## src/flpc_pkg.sv

```systemverilog
// Package for the FIFO level and power control register bank.
// Assumes an AHB-Lite slave on a 20 MHz system clock.
package flpc_pkg;
	// Register byte offsets
	localparam logic [7:0] RX_LEVELS_OFS   = 8'h7c;
	localparam logic [7:0] TX_LEVELS_OFS   = 8'h80;
	localparam logic [7:0] PWR_CTRL_OFS    = 8'h84;
	localparam logic [7:0] BYTE_TEST_OFS   = 8'h64;
	// Level field positions
	localparam int STAT_USED_LSB = 16;
	localparam int DATA_LSB      = 0;
	// Power control field positions
	localparam int READY_BIT     = 0;
	localparam int EV_EN_BIT     = 1;
	localparam int EV_POL_BIT    = 2;
	localparam int EV_PULSE_BIT  = 3;
	localparam int EV_TYPE_BIT   = 6;
	localparam int ENERGY_DETECT_ENABLE_BIT     = 8;
	localparam int LAN_WAKE_ENABLE_BIT    = 9;
	localparam int XCVR_RST_BIT  = 10;
	localparam int PSTATE_LSB    = 12;
	// Reset values
	localparam logic [7:0]  STAT_USED_RST = 8'h00;
	localparam logic [15:0] RX_DATA_RST   = 16'h0000;
	localparam logic [15:0] TX_FREE_RST   = 16'h1200;
	localparam logic [1:0]  PSTATE_RST    = 2'h0;
	// Power states
	localparam logic [1:0] PSTATE_D0 = 2'h0;
	localparam logic [1:0] PSTATE_D1 = 2'h1;
	localparam logic [1:0] PSTATE_D2 = 2'h2;
	localparam logic [1:0] PSTATE_RSV = 2'h3;
	// Timing
	localparam int CLK_HZ        = 20000000;
	localparam int XCVR_RST_US   = 100;
	localparam int EV_PULSE_MS   = 50;
	localparam int XCVR_RST_CYC  = (XCVR_RST_US * (CLK_HZ / 1000000));
	localparam int EV_PULSE_CYC  = (EV_PULSE_MS * (CLK_HZ / 1000));
	localparam int WAKE_SETTLE_CYC = 16;
	// FIFO level update from the datapath
	typedef struct packed {
		logic [7:0]  rx_status_used_dwords;
		logic [15:0] rx_data_used_bytes;
		logic [7:0]  tx_status_used_dwords;
		logic [15:0] tx_data_free_bytes;
	} flpc_levels_t;
	// Wake event inputs
	typedef struct packed {
		logic lan_wake;
		logic energy;
	} flpc_wake_t;
endpackage : flpc_pkg

```

## src/flpc_regs.sv

```systemverilog
// FIFO level and power control registers behind an AHB-Lite slave.
// Assumes one bus master, word accesses, and the datapath FIFO levels.
//
// Summary of operation
// (RULE1) Rx status field reports used dwords
// (RULE2) Rx data field counts dword-rounded bytes
// (RULE3) Tx status field reports used dwords
// (RULE4) Tx free field resets to 1200h
// (RULE5) Host never overfills the tx data FIFO
// (RULE6) Power register readable in low power
// (RULE7) Writes blocked until one read done
// (RULE8) Power state self-clears, 11b reserved
// (RULE9) Byte test write wakes the device
// (RULE10) Host writes only byte test when unready
// (RULE11) Transceiver reset held 100us, then clears
// (RULE12) Transceiver reset writes ignored while high
// (RULE13) Lan wake drives pin when enabled
// (RULE14) Lan wake raises internal event irq
// (RULE15) Energy detect drives pin when enabled
// (RULE16) Energy detect raises internal event irq
// (RULE17) Bit 6 picks open drain or push-pull
// (RULE18) Ready bit set once device stable
// (RULE19) Pin enable gates pin, not irq
// (RULE20) Pulse style gives 50ms pulse
// (RULE21) Polarity bit sets push-pull active level
// (RULE22) Reserved bits read zero, ignore writes
`timescale 1ns/1ps
`default_nettype none
module flpc_regs (
	// System
	input  wire logic               hclk,
	input  wire logic               hresetn,
	// AHB-Lite slave
	input  wire logic               hsel,
	input  wire logic [31:0]        haddr,
	input  wire logic [1:0]         htrans,
	input  wire logic               hwrite,
	input  wire logic [2:0]         hsize,
	input  wire logic [31:0]        hwdata,
	input  wire logic               hready,
	output logic [31:0]             hrdata,
	output logic                    hreadyout,
	output logic                    hresp,
	// Datapath levels and wake detectors
	input  wire flpc_pkg::flpc_levels_t levels,
	input  wire flpc_pkg::flpc_wake_t   wake,
	// Power outputs
	output logic [1:0]              power_state_select,
	output logic                    transceiver_reset,
	output logic                    power_event_irq,
	output logic                    power_event_pin_out,
	output logic                    power_event_pin_oe
);
	////////////////////////////////////////////////////////////////////////
	// Bus address phase capture
	logic        ph_valid;
	logic        ph_write;
	logic [7:0]  ph_addr;
	logic        addr_ok;
	logic        wr_fire;
	logic        rd_fire;

	// Only word-aligned word writes are decoded; reads decode haddr[7:0] alone
	assign addr_ok = (haddr[31:8] == 24'h000000) && (haddr[1:0] == 2'b00);

	// Register the address phase for the following data phase
	always_ff @(posedge hclk or negedge hresetn) begin
		if (!hresetn) begin
			ph_valid <= 1'b0;
			ph_write <= 1'b0;
			ph_addr  <= 8'h00;
		end else if (hready) begin
			ph_valid <= hsel && htrans[1] && addr_ok && (hsize == 3'h2);
			ph_write <= hwrite;
			ph_addr  <= haddr[7:0];
		end
	end
	assign wr_fire = ph_valid && ph_write;
	assign rd_fire = hsel && htrans[1] && hready && !hwrite;

	// Zero wait states, always OKAY
	always_ff @(posedge hclk or negedge hresetn) begin
		if (!hresetn) begin
			hreadyout <= 1'b1;
			hresp     <= 1'b0;
		end else begin
			hreadyout <= 1'b1;
			hresp     <= 1'b0;
		end
	end

	////////////////////////////////////////////////////////////////////////
	// Read-before-write unlock and readiness
	logic read_seen;
	logic ready;
	logic wake_req;
	logic settling;
	logic wr_ok;
	logic low_power;
	logic bt_write;

	assign low_power = (power_state_select != flpc_pkg::PSTATE_D0);
	assign bt_write  = wr_fire && (ph_addr == flpc_pkg::BYTE_TEST_OFS);
	// Writes count only after a read and while ready; the byte test wake needs neither
	assign wr_ok = wr_fire && read_seen && ready; // RULE7

	// Cleared by reset, by sleep entry and by wake; a read reopens writes
	always_ff @(posedge hclk or negedge hresetn) begin
		if (!hresetn) begin
			read_seen <= 1'b0;
		end else if (rd_fire) begin
			read_seen <= 1'b1; // RULE7
		end else if (wake_req || (wr_ok && ph_addr == flpc_pkg::PWR_CTRL_OFS
				&& hwdata[flpc_pkg::PSTATE_LSB +: 2] != flpc_pkg::PSTATE_D0)) begin
			read_seen <= 1'b0;
		end
	end

	// Any write to byte test while asleep starts the wake-up
	assign wake_req = bt_write && low_power; // RULE9

	flpc_timer #(
		.CYCLES (flpc_pkg::WAKE_SETTLE_CYC)
	) u_settle (
		.hclk    (hclk),
		.hresetn (hresetn),
		.start   (wake_req),
		.stop    (1'b0),
		.busy    (settling)
	);

	// Ready drops in sleep, returns after settling
	always_ff @(posedge hclk or negedge hresetn) begin
		if (!hresetn) begin
			ready <= 1'b1;
		end else begin
			ready <= !low_power && !settling && !wake_req; // RULE18
		end
	end

	////////////////////////////////////////////////////////////////////////
	// Control fields
	logic event_out_enable;
	logic event_out_polarity;
	logic event_out_pulse_style;
	logic event_out_buffer_type;
	logic energy_detect_enable;
	logic lan_wake_enable;
	logic pwr_wr;
	logic rst_busy;
	logic rst_start;

	assign pwr_wr = wr_ok && (ph_addr == flpc_pkg::PWR_CTRL_OFS);

	// Plain read/write configuration bits
	always_ff @(posedge hclk or negedge hresetn) begin
		if (!hresetn) begin
			event_out_enable      <= 1'b0;
			event_out_polarity    <= 1'b0;
			event_out_pulse_style <= 1'b0;
			event_out_buffer_type <= 1'b0;
			energy_detect_enable  <= 1'b0;
			lan_wake_enable       <= 1'b0;
		end else if (pwr_wr) begin
			event_out_enable      <= hwdata[flpc_pkg::EV_EN_BIT];
			event_out_polarity    <= hwdata[flpc_pkg::EV_POL_BIT];
			event_out_pulse_style <= hwdata[flpc_pkg::EV_PULSE_BIT];
			event_out_buffer_type <= hwdata[flpc_pkg::EV_TYPE_BIT];
			energy_detect_enable  <= hwdata[flpc_pkg::ENERGY_DETECT_ENABLE_BIT];
			lan_wake_enable       <= hwdata[flpc_pkg::LAN_WAKE_ENABLE_BIT];
		end
	end

	// Power state: set by write, cleared by wake; reserved code dropped
	always_ff @(posedge hclk or negedge hresetn) begin
		if (!hresetn) begin
			power_state_select <= flpc_pkg::PSTATE_RST;
		end else if (wake_req) begin
			power_state_select <= flpc_pkg::PSTATE_D0; // RULE8
		end else if (pwr_wr && hwdata[flpc_pkg::PSTATE_LSB +: 2] != flpc_pkg::PSTATE_RSV) begin
			power_state_select <= hwdata[flpc_pkg::PSTATE_LSB +: 2]; // RULE8
		end
	end

	// Start only when the timer is idle, so a write while high is ignored except in the last high cycle
	assign rst_start = pwr_wr && hwdata[flpc_pkg::XCVR_RST_BIT] && !rst_busy; // RULE12

	flpc_timer #(
		.CYCLES (flpc_pkg::XCVR_RST_CYC)
	) u_xrst (
		.hclk    (hclk),
		.hresetn (hresetn),
		.start   (rst_start),
		.stop    (1'b0),
		.busy    (rst_busy)
	);

	// Reset held for the full count then self-clears
	always_ff @(posedge hclk or negedge hresetn) begin
		if (!hresetn) begin
			transceiver_reset <= 1'b0;
		end else begin
			transceiver_reset <= rst_start || (rst_busy && !(transceiver_reset && !rst_busy)); // RULE11
		end
	end

	////////////////////////////////////////////////////////////////////////
	// Wake events, internal irq and pin
	logic ev_hit;
	logic ev_latched;
	logic pulse_busy;
	logic pin_active;

	// Enabled sources, independent of the pin enable
	assign ev_hit = (wake.lan_wake && lan_wake_enable)
		|| (wake.energy && energy_detect_enable); // RULE14 RULE16

	// Level until the enables are dropped; a new hit wins over the clear
	always_ff @(posedge hclk or negedge hresetn) begin
		if (!hresetn) begin
			ev_latched <= 1'b0;
		end else if (ev_hit) begin
			ev_latched <= 1'b1;
		end else if (!lan_wake_enable && !energy_detect_enable) begin
			ev_latched <= 1'b0;
		end
	end

	// Internal irq ignores the pin enable
	always_ff @(posedge hclk or negedge hresetn) begin
		if (!hresetn) begin
			power_event_irq <= 1'b0;
		end else begin
			power_event_irq <= ev_latched; // RULE14 RULE16 RULE19
		end
	end

	flpc_timer #(
		.CYCLES (flpc_pkg::EV_PULSE_CYC)
	) u_pulse (
		.hclk    (hclk),
		.hresetn (hresetn),
		.start   (ev_hit && !ev_latched),
		.stop    (!event_out_enable),
		.busy    (pulse_busy)
	);

	// Pulse or static, gated by the pin enable
	assign pin_active = event_out_enable
		&& (event_out_pulse_style ? pulse_busy : ev_latched); // RULE13 RULE15 RULE19 RULE20

	flpc_event_out u_pin (
		.hclk        (hclk),
		.hresetn     (hresetn),
		.push_pull   (event_out_buffer_type), // RULE17
		.active_high (event_out_polarity),
		.asserted    (pin_active),
		.pin_out     (power_event_pin_out),
		.pin_oe      (power_event_pin_oe)
	);

	////////////////////////////////////////////////////////////////////////
	// Read data
	logic [31:0] next_rdata;

	// Reserved bits zero; power register always readable
	always_comb begin
		next_rdata = 32'h00000000; // RULE22
		unique case (haddr[7:0])
			flpc_pkg::RX_LEVELS_OFS: begin
				next_rdata[flpc_pkg::STAT_USED_LSB +: 8] = levels.rx_status_used_dwords; // RULE1
				next_rdata[flpc_pkg::DATA_LSB +: 16]     = levels.rx_data_used_bytes; // RULE2
			end
			flpc_pkg::TX_LEVELS_OFS: begin
				next_rdata[flpc_pkg::STAT_USED_LSB +: 8] = levels.tx_status_used_dwords; // RULE3
				next_rdata[flpc_pkg::DATA_LSB +: 16]     = levels.tx_data_free_bytes; // RULE4
			end
			flpc_pkg::PWR_CTRL_OFS: begin
				next_rdata[flpc_pkg::PSTATE_LSB +: 2]     = power_state_select; // RULE6
				next_rdata[flpc_pkg::XCVR_RST_BIT]        = transceiver_reset;
				next_rdata[flpc_pkg::LAN_WAKE_ENABLE_BIT]          = lan_wake_enable;
				next_rdata[flpc_pkg::ENERGY_DETECT_ENABLE_BIT]           = energy_detect_enable;
				next_rdata[flpc_pkg::EV_TYPE_BIT]         = event_out_buffer_type;
				next_rdata[flpc_pkg::EV_PULSE_BIT]        = event_out_pulse_style;
				next_rdata[flpc_pkg::EV_POL_BIT]          = event_out_polarity;
				next_rdata[flpc_pkg::EV_EN_BIT]           = event_out_enable;
				next_rdata[flpc_pkg::READY_BIT]           = ready; // RULE18
			end
			default: begin
				next_rdata = 32'h00000000;
			end
		endcase
	end

	// Data captured at the address phase, shown in the data phase
	always_ff @(posedge hclk or negedge hresetn) begin
		if (!hresetn) begin
			hrdata <= 32'h00000000;
		end else if (rd_fire) begin
			hrdata <= next_rdata;
		end
	end

	////////////////////////////////////////////////////////////////////////
	// Checks
	logic [15:0] rst_len;

	// Length of the current transceiver reset
	always_ff @(posedge hclk or negedge hresetn) begin
		if (!hresetn) begin
			rst_len <= 16'h0000;
		end else if (transceiver_reset) begin
			rst_len <= rst_len + 16'h0001;
		end else begin
			rst_len <= 16'h0000;
		end
	end

	xrst_min_a: assert property (@(posedge hclk) disable iff (!hresetn) // RULE11
		$fell(transceiver_reset) |-> rst_len >= 16'(flpc_pkg::XCVR_RST_CYC))
		else $error("transceiver reset released early");
	// A restart while high would stretch the hold past one count
	xrst_ignore_a: assert property (@(posedge hclk) disable iff (!hresetn) // RULE12
		transceiver_reset |-> rst_len <= 16'(flpc_pkg::XCVR_RST_CYC))
		else $error("transceiver reset restarted while high");
	wr_lock_a: assert property (@(posedge hclk) disable iff (!hresetn) // RULE7
		!read_seen && wr_fire && ph_addr == flpc_pkg::PWR_CTRL_OFS
		|=> $stable(lan_wake_enable) && $stable(event_out_enable))
		else $error("write accepted before a read");
	pstate_rsv_a: assert property (@(posedge hclk) disable iff (!hresetn) // RULE8
		power_state_select != flpc_pkg::PSTATE_RSV)
		else $error("reserved power state held");
	wake_clear_a: assert property (@(posedge hclk) disable iff (!hresetn) // RULE9
		wake_req |=> power_state_select == flpc_pkg::PSTATE_D0 && !ready)
		else $error("byte test write did not wake");
	irq_set_a: assert property (@(posedge hclk) disable iff (!hresetn) // RULE14
		wake.lan_wake && lan_wake_enable |=> ##1 power_event_irq)
		else $error("lan wake did not raise irq");
	irq_ed_a: assert property (@(posedge hclk) disable iff (!hresetn) // RULE16
		wake.energy && energy_detect_enable |=> ##1 power_event_irq)
		else $error("energy detect did not raise irq");
	pin_gate_a: assert property (@(posedge hclk) disable iff (!hresetn) // RULE19
		!event_out_enable && !event_out_buffer_type |=> !power_event_pin_oe)
		else $error("open drain pin driven while disabled");
	od_low_a: assert property (@(posedge hclk) disable iff (!hresetn) // RULE17
		power_event_pin_oe && !$past(event_out_buffer_type) |-> !power_event_pin_out)
		else $error("open drain pin driven high");
	ready_sleep_a: assert property (@(posedge hclk) disable iff (!hresetn) // RULE18
		low_power |=> !ready)
		else $error("ready set in low power");

	xrst_c: cover property (@(posedge hclk) disable iff (!hresetn) $fell(transceiver_reset));
	wake_c: cover property (@(posedge hclk) disable iff (!hresetn) wake_req);
	pulse_c: cover property (@(posedge hclk) disable iff (!hresetn) $fell(pulse_busy));
endmodule : flpc_regs
`default_nettype wire

```

## src/flpc_timer.sv

```systemverilog
// Down counter that holds its busy output for a load-time count.
// Assumes start is a one-cycle pulse in the hclk domain.
`timescale 1ns/1ps
`default_nettype none
module flpc_timer #(
	parameter int CYCLES = 16
) (
	// System
	input  wire logic hclk,
	input  wire logic hresetn,
	// Control
	input  wire logic start,
	input  wire logic stop,
	output logic      busy
);
	localparam int W = $clog2(CYCLES + 1);
	localparam logic [W-1:0] LOAD = W'(CYCLES);
	logic [W-1:0] count;

	// Load on start, count to zero; stop wins over a running count
	always_ff @(posedge hclk or negedge hresetn) begin
		if (!hresetn) begin
			count <= '0;
		end else if (stop) begin
			count <= '0;
		end else if (start) begin
			count <= LOAD;
		end else if (count != '0) begin
			count <= count - W'(1);
		end
	end
	assign busy = (count != '0);
endmodule : flpc_timer
`default_nettype wire

```

## src/flpc_event_out.sv

```systemverilog
// Power event pin driver: buffer type and polarity; pulse style applied by the caller.
// Assumes the event request is level and the timer is external.
`timescale 1ns/1ps
`default_nettype none
module flpc_event_out (
	// System
	input  wire logic hclk,
	input  wire logic hresetn,
	// Configuration
	input  wire logic push_pull,
	input  wire logic active_high,
	// Event state
	input  wire logic asserted,
	// Pin
	output logic      pin_out,
	output logic      pin_oe
);
	// Open drain pulls low only when active; polarity ignored there
	always_ff @(posedge hclk or negedge hresetn) begin
		if (!hresetn) begin
			pin_out <= 1'b0;
			pin_oe  <= 1'b0;
		end else if (push_pull) begin
			pin_out <= asserted ~^ active_high; // RULE21
			pin_oe  <= 1'b1;
		end else begin
			pin_out <= 1'b0; // RULE17
			pin_oe  <= asserted;
		end
	end
endmodule : flpc_event_out
`default_nettype wire

```

## config.mk

```make
export PLATFORM = sky130hd
export DESIGN_NAME = flpc_regs
export DESIGN_NICKNAME = d
export VERILOG_FILES = /design/src/flpc_pkg.sv /design/src/flpc_regs.sv /design/src/flpc_timer.sv /design/src/flpc_event_out.sv
export SDC_FILE = /design/constraint.sdc
export NUM_CORES = 1
export LEC_CHECK = 0
export BUFFER_PORTS_ARGS = -buffer_cell sky130_fd_sc_hd__clkbuf_2
export CORE_UTILIZATION = 53
export DETAILED_ROUTE_END_ITERATION = 6
export PLACE_DENSITY = 0.85
export SYNTH_ARGS = -nofsm -noshare
export SYNTH_HDL_FRONTEND = slang
export SYNTH_SLANG_ARGS = --single-unit
```

## constraint.sdc

```tcl
create_clock -name hclk -period 3.2 [get_ports hclk]
set_input_delay 0.32 -clock hclk [delete_from_list [all_inputs] [get_ports hclk]]
set_output_delay 0.32 -clock hclk [all_outputs]
set_load 0.1 [all_outputs]
```

# [After elaboration in Yosys (flattened, before gate mapping)]
# Index checks and enable logic that the tools add are counted.
[word_totals] regBits=85 output_inout_bits=40 elab_cells=106
[op_classes] n_bitwise=1 mux=24 n_eq_ne=8 reduce_logical=49 n_addsub=3
[op_table] cell="$mux W20" count=3
[op_table] cell="$logic_and A1 B1 Y1" count=25
[op_table] cell="$eq A8 B8 Y1 const B" count=3
[op_table] cell="$logic_not A24 Y1" count=1
[op_table] cell="$mux W11" count=2
[op_table] cell="$pmux W10 S2" count=1
[op_table] cell="$reduce_bool A20 Y1" count=1
[op_table] cell="$sub A20 B1 Y20 const B" count=1
[op_table] cell="$eq A8 B7 Y1 const B" count=2
[op_table] cell="$reduce_bool A2 Y1" count=7
[op_table] cell="$pmux W4 S3" count=1
[op_table] cell="$reduce_bool A11 Y1" count=1
[op_table] cell="$sub A11 B1 Y11 const B" count=1
[op_table] cell="$mux W5" count=2
[op_table] cell="$logic_not A1 Y1" count=9
[op_table] cell="$pmux W3 S3" count=1
[op_table] cell="$mux W1" count=7
[op_table] cell="$pmux W2 S3" count=1
[op_table] cell="$reduce_bool A5 Y1" count=1
[op_table] cell="$sub A5 B1 Y5 const B" count=1
[op_table] cell="$mux W2" count=2
[op_table] cell="$pmux W1 S2" count=2
[op_table] cell="$pmux W2 S2" count=1
[op_table] cell="$eq A3 B2 Y1 const B" count=1
[op_table] cell="other kinds (6)" count=8

# [Logic depth before layout (Yosys ltp)]
[logic_depth] word_depth=8 mapped_depth=8 mapped_depth_nobuf=7

# [By module]
# Synthesis repeated with hierarchy kept, for this count alone.
[hier_totals] hier_cells=448 area_unflattened_um2=4518.1
[modules_own_cells] mod="flpc_regs" cells_per_inst=222 seq_area_each_um2=1177.4 area_each_um2=2351.0 n_inst=1
[modules_own_cells] mod="flpc_timer at u_pulse" cells_per_inst=130 seq_area_each_um2=500.5 area_each_um2=1208.7 n_inst=1
[modules_own_cells] mod="flpc_timer at u_xrst" cells_per_inst=65 seq_area_each_um2=275.3 area_each_um2=614.3 n_inst=1
[modules_own_cells] mod="flpc_timer at u_settle" cells_per_inst=26 seq_area_each_um2=125.1 area_each_um2=272.8 n_inst=1
[modules_own_cells] mod="flpc_event_out" cells_per_inst=5 seq_area_each_um2=50.0 area_each_um2=71.3 n_inst=1

# [Worst setup path before layout]
# No wires, ideal clock.
[synth_timing] kind="register to register" start="reg power_state_select[1]" end="reg read_seen" arrival_time_ps=1768 required_ps=3052 setup_time_ps=148 path_stages_with_launch=4 period_less_slack_ps=1915 slack_ps=1285 path_cell_list="dfrtp_1 > o211ai_1 > nor3_1 > o31ai_1"
[synth_between] elab_chain_len=4
[synth_rtl] item="start: declaration" line="flpc_regs.sv:48" rtl="output logic [1:0] power_state_select,"
[synth_rtl] item="start signal: assignment" line="flpc_regs.sv:177" rtl="power_state_select <= flpc_pkg::PSTATE_RST;"
[synth_rtl] item="start signal: assignment" line="flpc_regs.sv:179" rtl="power_state_select <= flpc_pkg::PSTATE_D0;"
[synth_rtl] item="start signal: assignment" line="flpc_regs.sv:181" rtl="power_state_select <= hwdata[flpc_pkg::PSTATE_LSB +: 2];"
[synth_rtl] item="$reduce_bool A2 Y1" line="flpc_regs.sv:102" rtl="assign low_power = (power_state_select != flpc_pkg::PSTATE_D0);"
[synth_rtl] item="$logic_and A1 B1 Y1" line="flpc_regs.sv:120" rtl="assign wake_req = bt_write && low_power;"
[synth_rtl] item="$logic_or A1 B1 Y1" line="flpc_regs.sv:113" rtl="end else if (wake_req || (wr_ok && ph_addr == flpc_pkg::PWR_CTRL_OFS"
[synth_rtl] item="$reduce_bool A2 Y1 (no line)"
[synth_rtl] item="end signal: assignment" line="flpc_regs.sv:110" rtl="read_seen <= 1'b0;"
[synth_rtl] item="end signal: assignment" line="flpc_regs.sv:112" rtl="read_seen <= 1'b1;"
[synth_rtl] item="end signal: assignment" line="flpc_regs.sv:115" rtl="read_seen <= 1'b0;"
[synth_rtl] item="end: declaration" line="flpc_regs.sv:94" rtl="logic read_seen;"
# No other way between the ends.
# A chain may end at the register's enable or synchronous reset.

# [Worst setup path in the final report]
[layout_timing] start="reg u_pulse.count[13]" end="reg u_pulse.count[6]"
[layout_between] elab_chain_len=2
[layout_rtl] item="start: declaration" line="flpc_timer.sv:18" rtl="logic [W-1:0] count;"
[layout_rtl] item="start signal: assignment" line="flpc_timer.sv:29" rtl="count <= count - W'(1);"
[layout_rtl] item="$reduce_bool A20 Y1" line="flpc_timer.sv:28" rtl="end else if (count != '0) begin"
[layout_rtl] item="$ne A3 B1 Y1 (no line)"
# No other way between the ends.

==> results.md <==
* Sink Count at 85
* Period utilization at 0.7075
* Logic pwr share at 0.335
* Initial antenna violation count at 0
* Initial DRT Pass Iterations at 6
* CTS buffer count at 9
* Synth cell count leaders: dfrtp_1, nand2_1, nor2_1
* Vias at 3,854
* Area contributors post-synth: dfrtp_1, a22oi_1, nand2_1
* Layout net count at 688
* Die width at 92.42 um
* Critical-path cell list: nor4_2 > nand4_2 > nor2_1 > o21ai_1 > and2_1
* Total Wirelength at 10.87 mm
* CTS tree: built
* Ratio of cells with drive above 1 in the final layout at 0.3055
* DRC at 0
* Filler instances at 619
* RSZ-0062 raised after global routing: no
* Seq pwr share at 0.442
* Pwr dens at 603.4 nW/um2
* Internal Power at 1.958 mW
* Maximum buffer depth of the clock tree at 2
* Leak at 2.423 nW
* Async SR Flop Fraction at 1.000
* Routed wl met3 at 699 um
* Critical Path End Type: register
* Top Metal Used: met4
* Core Rows at 32
* Initial Utilization at 0.5550
* Post-Syn Area at 4333 um2
* First-pass GRT wire length at 17.66 mm
* P_sw at 1.171 mW
* Final GP Congestion at 0.8345
* Clock slew at reported path FFs at 0.08 ns
* Vias per cell at 5.795
* Finish-stage setup viols at 0
* R2R setup slack at 0.94 ns
* Final hold vios at 0
* Core box area at 7807 um2
* Area share of the leading cell type in the synthesized netlist at 0.4851
* Die height at 92.42 um
* Worst r2r path cells at 5
* Postcts setup bufs at 0
* M1 WL at 4.427 mm
* Die area at 8541 um2
* CP arrival at 2.51 ns
* Worst Tran Pin Value at 1.048 ns
* H-tree depth at 3
* FF+latch count, synth at 85
* Switching part of the total at 0.3742
* Sequential area share after synthesis at 0.4912
* Area leader, netlist: dfrtp_1
* Total GRT Usage at 0.2649
* Cell with the most instances after synthesis: dfrtp_1
* CP max-delay cell: nor2_1
* Maximum clock rate at 0.4417 GHz
* Detailed Route Iter0 Violations at 198
* Reg-to-Reg Start: u_pulse.count[13]$_DFFE_PN0P_
* Post-cts hold buffer count at 0
* Clock skew at 0.009715 ns
* Detailed placement HPWL at 8.141 mm
* Critical Path Start Type: register
* Worst skew pair latency at 0.35 ns
* Placed cell areas at 5007 um2
* Crit Path Class: register to register
* Port Buf Inserts at 129
* Slowest stage delay, CP at 0.67 ns
* Yosys Warn Count at 0
* # Max-Cap Violations at 0
* Clock power frac at 0.223
* GRT overflow at 0
* Synth Flop Type: dfrtp_1
* Final instance area at 5185 um2
* Vias in the first global route at 3,760
* Status: complete, no violations
* Avg Inst Size Synth at 9.961 um2
* IO Pins at 164
* CTS root buffer: clkbuf_8
* Count of pins over their slew limit at 0
* Gate Count Post-Synth at 435
* Routed wl met2 at 5.464 mm
* Reg-to-reg endpoint: u_pulse.count[6]$_DFFE_PN0P_
* Post_cts resized at 0
* Routed Antenna Nets at 0
* Post-Route Setup TNS at 0 ns
* Max FO, Critical Path at 12
* Number of flops mapped to enable cells by yosys at 0
* Fin crit period at 2.264 ns
* Slew headroom at 0.3010
* Synthesis-to-layout area growth at 19.66%
* Ant diodes at 0
* WL/cell at 16.35 um
* Hold WC Path Type: input port to asynchronous set/reset pin
* Yosys cell types at 62
* Largest net degree at the start of global routing at 86
* Worst endpoint required time at 3.45 ns
* Peak supply drop at 0.3187 mV
[kinds of logic (layout without fill, tap and decap cells)]
kind of cell / count (synthesis) / after routing / synth area share
simple gates: 157 / 157 / 0.1990
compound gates: 117 / 117 / 0.1761
flops: 85 / 85 / 0.4912
buf+inv: 38 / 158 / 0.04447
mux: 17 / 17 / 0.04389
xor+xnor: 13 / 13 / 0.02628
fa+ha+maj: 6 / 6 / 0.01733
other cells: 2 / 10 / 0.001733
[worst max-delay path, delay by kind of cell, from the launching register on]
family / cells / cell delay (ns)
flops: 1 / 0.40
compound gates: 1 / 0.15
simple gates: 4 / 1.62
[how the worst max path moves through the flow]
stage	depth (start not counted)	start	end	slack [ns]
6_report	5	u_pulse.count[13]$_DFFE_PN0P_	u_pulse.count[6]$_DFFE_PN0P_	0.94
5_1_grt	5	u_pulse.count[13]$_DFFE_PN0P_	u_pulse.count[6]$_DFFE_PN0P_	0.76
4_1_cts	5	u_pulse.count[13]$_DFFE_PN0P_	u_pulse.count[6]$_DFFE_PN0P_	0.97
3_5_place_dp	6	haddr[3]	hrdata[23]$_DFFE_PN0P_	0.88
3_3_place_gp	6	haddr[3]	hrdata[20]$_DFFE_PN0P_	0.93
2_1_floorplan	3	power_state_select[1]$_DFFE_PN0P_	read_seen$_DFFE_PN0P_	1.28
[power groups by stage]
stage	sequential [mW]	combinational [mW]	clock [mW]
floorplan	1.41	0.749	0
global placement	1.39	0.977	0
global route	1.41	1.17	0.749
detailed placement	1.40	1.03	0
finish	1.38	1.05	0.698
CTS	1.38	1.04	0.702
[final cells by class]
cell class	instances	area, um2	share of cell area
multi-input combinational	320	2042	0.3938
clock buffer	12	155.1	0.02992
clock inverter	4	22.52	0.004344
tap	102	127.6	0.02461
timing repair buffer	132	670.6	0.1293
inverter	10	38.79	0.007481
sequential	85	2128	0.4105
[layout by cell type, fill, tap and decap left out, types with 4 or more instances in the layout]
cell type    n
clkinv_2     4
nand2_1     47
a22o_1       5
nor4_1       9
a21oi_1     12
a2bb2oi_1    6
nor2_1      37
inv_1        9
clkbuf_2   128
o21ai_1     34
o211ai_1     7
o21ai_0      9
buf_4        4
clkbuf_8    11
mux2_2      10
o31ai_1      5
and2_1       5
nor3_1      11
or4_1        4
ha_1         6
conb_1      10
nand3_1      4
xor2_1      10
dfrtp_1     84
or3_1        7
mux2_1       6
a22oi_1     25
[state kept, by name, summed over array words and instances, names as in the netlist, 2 cells and up]
register and count:
u_pulse.count 20, power_state_select 2, u_settle.count 5, u_xrst.count 11, hrdata 24, ph_addr 8
[routing by layer]
metal	track usage	vias to the layer above
met5	0	-
met4	0.1198	0
met3	0.04598	26
met2	0.4506	155
met1	0.3290	1867
li1	-	1806
[metrics by stage]
step	instances	hold slack [ns]	utilization	power (mW)	worst slack [ns]
after floorplan	443	0.02441	-	2.162	1.285
after global routing	665	0.1563	0.6641	3.323	0.7633
final	665	0.1584	0.6641	3.129	0.9360
after CTS	665	0.1626	0.6641	3.122	0.9714
after detailed placement	649	0.4548	0.6413	2.431	0.8781
after global placement	649	0.4447	0.6413	2.368	0.9330
(Power assumes the default switching activity.)
